===== config.mk =====
export PLATFORM = sky130hd
export DESIGN_NAME = acd_core
export DESIGN_NICKNAME = d
export VERILOG_FILES = /design/src/rtl/acd_pkg.sv /design/src/rtl/acd_distance.sv /design/src/rtl/acd_core.sv
export VERILOG_INCLUDE_DIRS = /design/src /design/src/rtl
export SDC_FILE = /design/constraint.sdc
export NUM_CORES = 1
export LEC_CHECK = 0
export BUFFER_PORTS_ARGS = -buffer_cell sky130_fd_sc_hd__buf_4
export CORE_MARGIN = 2
export CORE_UTILIZATION = 45
export DETAILED_ROUTE_END_ITERATION = 8
export PLACE_DENSITY = 0.74
export SYNTH_ARGS = -nofsm -noshare
export SYNTH_HDL_FRONTEND = slang
export SYNTH_SLANG_ARGS = --single-unit

===== constraint.sdc =====
create_clock -name sys_clk_i -period 5.1 [get_ports sys_clk_i]
set_clock_uncertainty 0.2 [all_clocks]
set_input_delay 0.51 -clock sys_clk_i [delete_from_list [all_inputs] [get_ports sys_clk_i]]
set_output_delay 0.51 -clock sys_clk_i [all_outputs]
set_load 0.05 [all_outputs]

===== src/rtl/acd_defines.svh =====
`ifndef ACD_DEFINES_SVH
`define ACD_DEFINES_SVH

// Register index of the change reference angle.
`define ACD_REF_ADDR   5'h0A
// Reset value of the change reference angle.
`define ACD_REF_RST    8'h00
// Reset value of the register read data.
`define ACD_RDATA_RST  8'h00
// Reset value of the output angle.
`define ACD_ANGLE_RST  16'h0000
// Threshold code meaning zero degrees.
`define ACD_THR_ZERO   8'h00
// Threshold code meaning exactly 180 degrees.
`define ACD_THR_HALF   8'h80
// Angular distance of exactly 180 degrees.
`define ACD_DIST_HALF  9'h080
// Full turn in reference steps.
`define ACD_DIST_TURN  9'h100

`endif


===== src/rtl/acd_pkg.sv =====
// Shared types of the angle change detector.
package acd_pkg;

   // One 8-bit angle, reference or threshold code.
   typedef logic [7:0] acd_byte_t;

   // Angular distance, 0 to 128 steps of 360/256 degrees.
   typedef logic [8:0] acd_dist_t;

   // Register index.
   typedef logic [4:0] acd_addr_t;

   // Sequencing states of the detector.
   typedef enum logic [1:0]
   {
      ACD_ST_WAIT = 2'b00,
      ACD_ST_EVAL = 2'b01
   } acd_state_e;

endpackage


===== src/rtl/acd_distance.sv =====
`timescale 1ns/1ns
`include "acd_defines.svh"

// Compares one sampled angle with the reference and the threshold.
module acd_distance
(
   input  wire acd_pkg::acd_byte_t sample_i,
   input  wire acd_pkg::acd_byte_t reference_i,
   input  wire acd_pkg::acd_byte_t threshold_i,
   output acd_pkg::acd_dist_t      distance_o,
   output logic                     crossing_o
);
   import acd_pkg::*;

   acd_byte_t diff;  // Difference modulo one full turn.

   ////////////////////////////////////////////////////////////////////////
   // The shorter way round is taken, so the distance never passes 180.
   always_comb
   begin
      diff = sample_i - reference_i;
      if (diff[7])
      begin
         distance_o = `ACD_DIST_TURN - {1'b0, diff};
      end
      else
      begin
         distance_o = {1'b0, diff};
      end
   end

   ////////////////////////////////////////////////////////////////////////
   // The threshold is a relative angle in the same steps as the angle.
   always_comb
   begin
      if (threshold_i == `ACD_THR_ZERO)
      begin
         crossing_o = 1'b1;
      end
      else if (threshold_i == `ACD_THR_HALF)
      begin
         crossing_o = (distance_o == `ACD_DIST_HALF);
      end
      else if (threshold_i > `ACD_THR_HALF)
      begin
         crossing_o = 1'b0;
      end
      else
      begin
         crossing_o = (distance_o > {1'b0, threshold_i});
      end
   end

endmodule


===== src/rtl/acd_core.sv =====
// Functional notes
// - Threshold counts steps of 360/256 degrees.
// - Code 128 flags only at 180; above never.
// - Reference angle is read/write register 10.
// - Reference is absolute, same step size.
// - Beyond threshold, flag sets every period with valid data.
// - Threshold zero flags after every period with valid data.
// - Angle read, NVM, clear-status commands clear flag.
// - ID read and register accesses keep flag.
// - Cycling mode updates angle at period end.
`timescale 1ns/1ns
`include "acd_defines.svh"

// Wakeup-on-change logic: stores the reference, holds the output angle
// and raises the new data flag when the angle leaves the threshold.
module acd_core
#(
   parameter int ANGLE_W = 16  // Width of the measured angle.
)
(
   input  wire logic                 sys_clk_i,
   input  wire logic                 nrst_i,
   input  wire logic [ANGLE_W-1:0]   meas_angle_i,
   input  wire logic                 data_valid_i,
   input  wire logic                 active_end_i,
   input  wire logic                 auto_power_cycling_i,
   input  wire acd_pkg::acd_byte_t   change_threshold_i,
   input  wire logic                 reg_wr_i,
   input  wire logic                 reg_rd_i,
   input  wire acd_pkg::acd_addr_t   reg_addr_i,
   input  wire acd_pkg::acd_byte_t   reg_wdata_i,
   input  wire logic                 cmd_read_angle_i,
   input  wire logic                 cmd_store_nvm_i,
   input  wire logic                 cmd_restore_nvm_i,
   input  wire logic                 cmd_clear_status_i,
   input  wire logic                 cmd_read_id_i,
   output logic [ANGLE_W-1:0]        angle_o,
   output logic                      new_data_flag_o,
   output acd_pkg::acd_byte_t        reg_rdata_o
);
   import acd_pkg::*;

   ////////////////////////////////////////////////////////////////////////
   // Declarations.

   acd_state_e         state_q;      // Sequencing state.
   acd_state_e         state_d;      // Next sequencing state.
   logic [ANGLE_W-1:0] sample_q;     // Angle caught at the period end.
   logic [ANGLE_W-1:0] sample_d;     // Next caught angle.
   logic [ANGLE_W-1:0] angle_q;      // Angle shown to the host.
   logic [ANGLE_W-1:0] angle_d;      // Next shown angle.
   logic               flag_q;       // New data flag.
   logic               flag_d;       // Next new data flag.
   acd_byte_t          ref_q;        // Change reference angle.
   acd_byte_t          ref_d;        // Next reference angle.
   acd_byte_t          rdata_q;      // Register read data.
   acd_byte_t          rdata_d;      // Next register read data.
   acd_dist_t          distance;     // Distance of sample to reference.
   logic               crossing;     // Sample lies beyond the threshold.
   logic               clear_cmd;    // A command that clears the flag.
   logic               flag_set;     // The flag is raised this cycle.

   // Tells whether an index selects the change reference register.
   function automatic logic is_ref(input acd_addr_t addr);
      is_ref = (addr == `ACD_REF_ADDR);
   endfunction

   ////////////////////////////////////////////////////////////////////////
   // Comparison of the caught sample against the reference.

   // Only the upper byte of the angle meets the 8-bit reference.
   acd_distance u_distance
   (
      .sample_i    (sample_q[ANGLE_W-1 -: 8]),
      .reference_i (ref_q),
      .threshold_i (change_threshold_i),
      .distance_o  (distance),
      .crossing_o  (crossing)
   );

   ////////////////////////////////////////////////////////////////////////
   // Next values of all state.
   always_comb
   begin
      state_d  = state_q;
      sample_d = sample_q;
      angle_d  = angle_q;
      flag_d   = flag_q;
      ref_d    = ref_q;
      rdata_d  = rdata_q;
      // ID reads and register accesses are not in this list.
      clear_cmd = cmd_read_angle_i | cmd_store_nvm_i |
                  cmd_restore_nvm_i | cmd_clear_status_i;
      flag_set  = (state_q == ACD_ST_EVAL) && crossing;

      // A period that ends without valid data leaves everything alone.
      case (state_q)
         ACD_ST_WAIT:
         begin
            if (active_end_i && data_valid_i)
            begin
               sample_d = meas_angle_i;
               state_d  = ACD_ST_EVAL;
            end
         end
         ACD_ST_EVAL:
         begin
            angle_d = sample_q;
            state_d = ACD_ST_WAIT;
         end
         default:
         begin
            state_d = ACD_ST_WAIT;
         end
      endcase

      // Outside cycling mode the angle follows every valid conversion.
      if (!auto_power_cycling_i && data_valid_i)
      begin
         angle_d = meas_angle_i;
      end

      // A new event wins over a clear in the same cycle.
      if (flag_set)
      begin
         flag_d = 1'b1;
      end
      else if (clear_cmd)
      begin
         flag_d = 1'b0;
      end

      // Register write of the reference.
      if (reg_wr_i && is_ref(reg_addr_i))
      begin
         ref_d = reg_wdata_i;
      end

      // Register read; unknown indices read as zero.
      if (reg_rd_i)
      begin
         rdata_d = is_ref(reg_addr_i) ? ref_q : `ACD_RDATA_RST;
      end
   end

   ////////////////////////////////////////////////////////////////////////
   // State registers.
   always_ff @(posedge sys_clk_i)
   begin
      if (!nrst_i)
      begin
         state_q  <= ACD_ST_WAIT;
         sample_q <= `ACD_ANGLE_RST;
         angle_q  <= `ACD_ANGLE_RST;
         flag_q   <= 1'b0;
         ref_q    <= `ACD_REF_RST;
         rdata_q  <= `ACD_RDATA_RST;
      end
      else
      begin
         state_q  <= state_d;
         sample_q <= sample_d;
         angle_q  <= angle_d;
         flag_q   <= flag_d;
         ref_q    <= ref_d;
         rdata_q  <= rdata_d;
      end
   end

   // Outputs come straight from the registers.
   assign angle_o         = angle_q;
   assign new_data_flag_o = flag_q;
   assign reg_rdata_o     = rdata_q;

   ////////////////////////////////////////////////////////////////////////
   // Checks on the register.

   ref_write_a: assert property (
      @(posedge sys_clk_i) disable iff (!nrst_i)
      reg_wr_i && is_ref(reg_addr_i)
      |=> ref_q == $past(reg_wdata_i))
      else $error("Reference write not stored.");

   ref_read_a: assert property (
      @(posedge sys_clk_i) disable iff (!nrst_i)
      reg_rd_i && is_ref(reg_addr_i)
      |=> reg_rdata_o == $past(ref_q))
      else $error("Reference read returns wrong value.");

   ////////////////////////////////////////////////////////////////////////
   // Checks on the flag.

   zero_thr_flag_a: assert property (
      @(posedge sys_clk_i) disable iff (!nrst_i)
      state_q == ACD_ST_EVAL && change_threshold_i == `ACD_THR_ZERO
      |=> new_data_flag_o)
      else $error("Zero threshold did not raise flag.");

   big_thr_a: assert property (
      @(posedge sys_clk_i) disable iff (!nrst_i)
      change_threshold_i > `ACD_THR_HALF && clear_cmd
      |=> !new_data_flag_o)
      else $error("Flag raised with threshold above 180.");

   half_thr_a: assert property (
      @(posedge sys_clk_i) disable iff (!nrst_i)
      state_q == ACD_ST_EVAL && change_threshold_i == `ACD_THR_HALF
      |=> new_data_flag_o == ($past(distance) == `ACD_DIST_HALF
          || $past(flag_q) && !$past(clear_cmd)))
      else $error("Half-turn threshold misjudged.");

   in_window_a: assert property (
      @(posedge sys_clk_i) disable iff (!nrst_i)
      state_q == ACD_ST_EVAL
      && change_threshold_i != `ACD_THR_ZERO
      && change_threshold_i < `ACD_THR_HALF
      && distance <= {1'b0, change_threshold_i}
      |=> new_data_flag_o == ($past(flag_q) && !$past(clear_cmd)))
      else $error("Flag raised inside the threshold.");

   cross_set_a: assert property (
      @(posedge sys_clk_i) disable iff (!nrst_i)
      active_end_i && data_valid_i && state_q == ACD_ST_WAIT
      ##1 crossing |=> new_data_flag_o)
      else $error("Crossing did not raise flag.");

   clear_a: assert property (
      @(posedge sys_clk_i) disable iff (!nrst_i)
      clear_cmd && state_q == ACD_ST_WAIT |=> !new_data_flag_o)
      else $error("Clear command did not clear flag.");

   hold_flag_a: assert property (
      @(posedge sys_clk_i) disable iff (!nrst_i)
      (reg_wr_i || reg_rd_i || cmd_read_id_i) && !clear_cmd
      && state_q == ACD_ST_WAIT |=> $stable(new_data_flag_o))
      else $error("Flag changed by an access that keeps it.");

   ////////////////////////////////////////////////////////////////////////
   // Checks on the angle.

   angle_hold_a: assert property (
      @(posedge sys_clk_i) disable iff (!nrst_i)
      auto_power_cycling_i && state_q == ACD_ST_WAIT
      |=> $stable(angle_o))
      else $error("Angle changed during the active period.");

   angle_upd_a: assert property (
      @(posedge sys_clk_i) disable iff (!nrst_i)
      auto_power_cycling_i && active_end_i && data_valid_i
      && state_q == ACD_ST_WAIT
      ##1 auto_power_cycling_i |=> angle_o == $past(meas_angle_i, 2))
      else $error("Angle not updated at period end.");

endmodule


======== After elaboration in Yosys (flattened, before gate mapping) ========
Index checks and enable logic that the tools add are counted.
storage, ports and cells
  logic and storage cells ................. 36
  input bits .............................. 49
  output and inout port bits .............. 25
  bits in registers ....................... 50
operators by class
  add/subtract/negate cells ............... 2
  equal/unequal tests ..................... 3
  reduce and logical (&&, ||, !) cells .... 11
  order comparisons ....................... 2
  mux-type cells .......................... 9
  bitwise gates (word level) .............. 3
operator list
  operator                                                           number
  16-bit two-way mux                                                 2
  9-bit by 8-bit == test with 1-bit output, second input constant    1
  9-bit by 8-bit greater-than comparator with 1-bit output           1
  9-bit two-way mux                                                  1
  9-bit by 8-bit subtractor with 9-bit output, first input constant  1
  8-bit == test, second input constant                               1
  8-bit greater-than comparator, second input constant               1
  8-bit zero test                                                    1
  8-bit two-way mux                                                  1
  8-bit subtractor                                                   1
  5-bit by 4-bit == test with 1-bit output, second input constant    1
  1-bit two-way mux                                                  5
  1-bit logical AND                                                  4
  2-bit AND reduction                                                2
  2-bit nonzero test                                                 2
  1-bit bitwise OR                                                   3
  2-bit zero test                                                    1
  1-bit zero test                                                    1

======== Longest topological paths before layout ========
  depth after elaboration ................. 9
  mapped depth ............................ 17
  depth with buffers taken out ............ 17

======== Cells and area by module ========
Synthesis repeated with hierarchy kept, for this count alone.
second synthesis, totals
  cell total of the unflattened synthesis .. 333
  area total of the unflattened synthesis .. 2906.5 µm²
by module, submodules not included
  module        instances  seq. area each (µm²)  area an instance (µm²)  cells an instance
  acd_core      1          1001.0                2109.5                  221
  acd_distance  1          0.0                   797.0                   112

======== Worst setup path before layout ========
No wires, ideal clock.
  kind .................................... reg-to-reg
  start point ............................. reg ref_q[2]
  end point ............................... reg flag_q, in the netlist new_data_flag_o
  required time ........................... 4771 ps
  path buffers ............................ 0
  path slack .............................. 1706 ps
  cell stages (with the launch flop) ...... 18
  period minus slack after synthesis ...... 3394 ps
  setup time .............................. 129 ps
  data arrival time ....................... 3065 ps
  cell sequence ........................... dfxtp_1 > inv_1 > ha_1 > nor2_1 > a211oi_1 > o41a_2 > xnor2_2 > inv_1 > nand2_1 > o21ai_0 > ha_1 > nor2b_1 > o21a_1 > o21a_1 > o21ai_0 > a21oi_1 > o31ai_1 > nand3_1
between the ends
  cells in the longest elaborated chain, start to end .. 9
  elaborated cells between the ends (all ways) .. 11
  classes of those cells .................. add/sub: 2; order compare: 1; eq/ne: 1; mux: 5; reduce/logical: 2
ends and longest elaborated chain
  what                                                          RTL line            source
  start: declaration                                            acd_core.sv:54      acd_byte_t ref_q;
  start signal: assignment                                      acd_core.sv:156     ref_q <= `ACD_REF_RST;
  start signal: assignment                                      acd_core.sv:165     ref_q <= ref_d;
  8-bit subtractor *                                            acd_distance.sv:21  diff = sample_i - reference_i;
  9-bit by 8-bit subtractor with 9-bit output (no source line)  --
  9-bit two-way mux *                                           acd_distance.sv:22  if (diff[7])
  9-bit by 8-bit greater-than comparator with 1-bit output      acd_distance.sv:50  crossing_o = (distance_o > {1'b0, threshold_i});
  1-bit two-way mux                                             acd_distance.sv:44  else if (threshold_i > `ACD_THR_HALF)
  1-bit two-way mux *                                           acd_distance.sv:40  else if (threshold_i == `ACD_THR_HALF)
  1-bit two-way mux *                                           acd_distance.sv:36  if (threshold_i == `ACD_THR_ZERO)
  1-bit logical AND *                                           acd_core.sv:94      flag_set = (state_q == ACD_ST_EVAL) && crossing;
  1-bit two-way mux or 2-bit nonzero test (tied branches)       --
  end signal: assignment                                        acd_core.sv:164     flag_q <= flag_d;
  end: declaration                                              acd_core.sv:52      logic flag_q;
Every way passes the cells marked *; elsewhere a longest branch is shown, timed or not.
A chain may end at the register's enable or synchronous reset.

======== Worst setup path after layout ========
Same ends and word-level chain as after synthesis.

==> summary.md <==
Setup repair after global routing left no endpoint under its margin. VDD sags by at most 0.192 mV. The critical path is of the flip-flop to flip-flop type. For this run, design rule violations remaining after detail routing come to 0. The fraction of final layout cells sized beyond drive strength 1 came out at 23.5%.

The end of the worst hold path was angle_o[15]$_SDFFE_PN0P_. Along the worst path, the maximum fanout reaches 7. In this run the static leakage power is 1.66 nW. The number of hold buffers added after CTS was 0. Number of vias after detailed routing: 2297. Dividing the detail-routed via count by the number of cells gives 5.06. The maximum root-to-sink buffer count is 2. Entering global routing, the biggest net connects 52 pins. STA puts the critical path data arrival time at 3.82 ns. The tools report the count of placed standard cells in the final layout, fillers left out as 454.

In this run the core area contains 28 standard-cell rows. The minimum clock period was 3.83 ns. The hold violation total from the final report is 0. The tool flagged a number of max-cap violations equal to 0. In this run the worst hold path is classified as input port to flip-flop. In this run, CTS created clock tree buffers numbering 5.

In the final timing run, aggregate negative setup slack is 0 ns. The via count of the first global-routing pass came out at 2033. The violation count after the first detailed-route iteration is 90, and the slew at the pin closest to its max-slew limit is 1.17 ns. The worst register-to-register path has a depth of 16. Gates resized during post-CTS repair numbered 0. The worst setup path is captured at a flip-flop. The clock reaches the later pin of the worst-skew pair after 0.30 ns. The run gives 1.27 ns as the internal reg-to-reg setup slack. In this run the critical register-to-register path is captured at new_data_flag_o$_SDFFE_PN0P_. Dividing total power by cell area gives a power density of 272 nW/um2. In this run the horizontal extent of the chip is 82.2 um. The flow ran to the end, and the final reports show no timing, DRC or antenna violations. For this run, the register share of the synthesized area comes to 36.4%. The run gives 4380 um as the total half-perimeter wirelength after legalization and detailed placement.

The worst path uses 75.0% of the clock period. After clock tree synthesis, the clock-pin slew on the worst setup and hold paths is 0.09 ns. Once layout is complete, the utilization of the core stands at 58.2%.

The number of setup buffers added after CTS is 0. The global-route wire length before repair came out at 9030 um. From synthesis to final layout, the design area changed by 25.3%.

The count of nets left with antenna violations once routing finished came out at 0. The total number of yosys warnings was 0; the maximum level of the CTS H-tree was 2. The logs give 3340 um2 for the post-detailed-placement cell area and 74 for the I/O pin count. The logs give 446 for the number of cells after detailed placement and 21.8% for the headroom to the max-slew limit. The initial utilization of the core area, before any placement, comes to 46.4%.

In this run the critical register-to-register path is launched from ref_q[2]$_SDFFE_PN0P_. The vertical extent of the die came out at 82.2 um. The post-layout instance area came out at 3440 um2. Input and output buffers added on the ports amount to 72. TritonCTS built the clock tree. Power comes to 0.935 mW.

The layout net count is 444, and the data required time of the critical path is 5.09 ns. 0 antenna diodes ended up in the layout. Global routing finished with a remaining overflow of 0. The number of instances in the synthesized netlist is 312. The run gives 0 as the number of max-slew violations in the final report.

The root buffer cell is clkbuf_8. The run gives 561 as the filler cell count in the final layout. The tools report the overall routing resource usage as 17.1%. Synthesis produced a netlist with a net count of 378. For the synthesized cell area, the log shows 2750 um2.

After floorplanning, the core was sized to cover 5920 um2. The run gives 0 as the number of antenna violations at the first check in global routing. For this run, the detailed router's first-pass iteration total came to 4. The start point of the worst min-delay path is meas_angle_i[15].

The achievable frequency came out at 261 MHz. The final estimated routing congestion in global placement is 0.849. Number of cells traversed by the worst hold path: 2. Wire length after detailed routing: 5830 um. The wire length per cell after detailed routing is 12.9 um, and the final count of negative-setup-slack endpoints is 0. The tools report the category of the worst setup path launch point as a flip-flop.

The per-instance average area after synthesis is 8.81 um2. The die covers 6750 um2. The clock drives 50 sinks. After synthesis the netlist holds a flip-flop and latch count of 50. The count of cell types in the netlist came out at 39.
[synthesized netlist by cell type]
master,instances,area (um2)
mux2i_1,24,240
nor4_1,2,12.5
ha_1,16,200
and4b_1,1,10.0
nand4_1,3,18.8
nor2b_1,25,156
buf_2,2,10.0
o211a_1,16,160
nand3_1,4,20.0
nand2b_1,3,18.8
dfxtp_1,50,1000
nand2_1,56,210
o41ai_1,1,8.76
a21oi_1,11,55.1
xnor2_2,2,32.5
a21boi_0,16,120
or4b_4,1,13.8
and3_1,1,6.26
o21ai_0,4,20.0
xor2_1,2,17.5
inv_1,17,63.8
a21oi_2,1,8.76
o2111ai_1,1,8.76
o41a_2,1,12.5
fa_1,1,20.0
a21o_1,2,15.0
o21a_1,3,22.5
or2_2,1,6.26
and2_1,3,18.8
xnor2_1,9,78.8
nor2_1,9,33.8
nor3_2,1,10.0
clkbuf_1,12,45.0
nor3_1,6,30.0
o31ai_1,1,7.51
a211oi_1,1,7.51
nor4b_1,1,8.76
a221o_2,1,11.3
nand3b_1,1,7.51
[layout by cell type (no fill, tap or decap), types with 2 or more instances in the layout]
cell      count
buf_4        73
nand2_1      56
dfxtp_1      50
nor2b_1      25
mux2i_1      24
inv_1        17
a21boi_0     16
o211a_1      16
ha_1         16
a21oi_1      11
xnor2_1       9
nor2_1        9
nor3_1        6
clkbuf_8      5
o21ai_0       4
nand3_1       4
nand2b_1      3
and2_1        3
nand4_1       3
o21a_1        3
a21o_1        2
xnor2_2       2
xor2_1        2
nor4_1        2
clkinv_2      2
[layout make-up]
class | instances | area [um2] | area share [%]
multi-input combinational | 231 | 1630 | 47.3
sequential | 50 | 1000 | 29.1
timing repair buffer | 73 | 548 | 15.9
tap | 75 | 93.8 | 2.72
clock buffer | 5 | 68.8 | 2.00
inverter | 17 | 63.8 | 1.85
clock inverter | 3 | 40.0 | 1.16
[critical path: stages (launching register included)]
cell	delay, ns
dfxtp_1	0.36
inv_1	0.06
ha_1	0.33
nor2_1	0.16
a211oi_1	0.09
o41a_2	0.47
xnor2_2	0.34
inv_1	0.17
o21ai_0	0.21
ha_1	0.27
nor2b_1	0.13
o21a_1	0.16
o21a_1	0.15
o21ai_0	0.23
a21oi_1	0.11
o31ai_1	0.19
nand3_1	0.08
[stage by stage]
step | setup slack, ns | hold slack [ns]
detailed placement | 1.32 | 0.263
global route | 1.07 | 0.241
global placement | 1.34 | 0.253
CTS | 1.30 | 0.247
floorplan | 1.71 | 0.243
finish | 1.27 | 0.256
[layer usage]
metal | part of all wire [%] | vias up | track usage, % | wire length [um]
met1 | 45 | 1043 | 21.1 | 2630
met3 | 5.1 | 4 | 4.24 | 297
met2 | 50 | 49 | 29.7 | 2890
met5 | 0 | - | 0 | 0
met4 | 0.29 | 0 | 5.00 | 17
li1 | - | 1201 | - | -
[power breakdown]
group / internal [mW] / switching [mW]
clock: 0.144 / 0.129
combinational: 0.112 / 0.134
sequential: 0.406 / 0.0103
total: 0.662 / 0.273
[worst max-delay path by stage]
stage | end | start | slack [ns] | cells after the start
finish | new_data_flag_o$_SDFFE_PN0P_ | ref_q[2]$_SDFFE_PN0P_ | 1.27 | 16
global route | new_data_flag_o$_SDFFE_PN0P_ | ref_q[2]$_SDFFE_PN0P_ | 1.07 | 16
CTS | new_data_flag_o$_SDFFE_PN0P_ | ref_q[2]$_SDFFE_PN0P_ | 1.30 | 16
detailed placement | new_data_flag_o$_SDFFE_PN0P_ | ref_q[2]$_SDFFE_PN0P_ | 1.32 | 16
global placement | new_data_flag_o$_SDFFE_PN0P_ | ref_q[2]$_SDFFE_PN0P_ | 1.34 | 16
floorplan | new_data_flag_o$_SDFFE_PN0P_ | ref_q[2]$_SDFFE_PN0P_ | 1.71 | 17
[registers in the layout, indices dropped and copies added, names as in the netlist]
register,flops
ref_q,8
angle_o,16
sample_q,16
reg_rdata_o,8
new_data_flag_o,1
state_q,1
[kinds of logic after synthesis]
group	count (synthesis)	share of synthesized area, %
buffers and inverters	31	4.32
multiplexers	24	8.74
adder cells (fa/ha/maj)	17	8.01
AND/OR/NAND/NOR	118	21.2
XOR/XNOR	13	4.69
flip-flops	50	36.4
AO/OA/AOI/OAI	59	16.7
No activity file was read; power rests on OpenSTA's default activity.
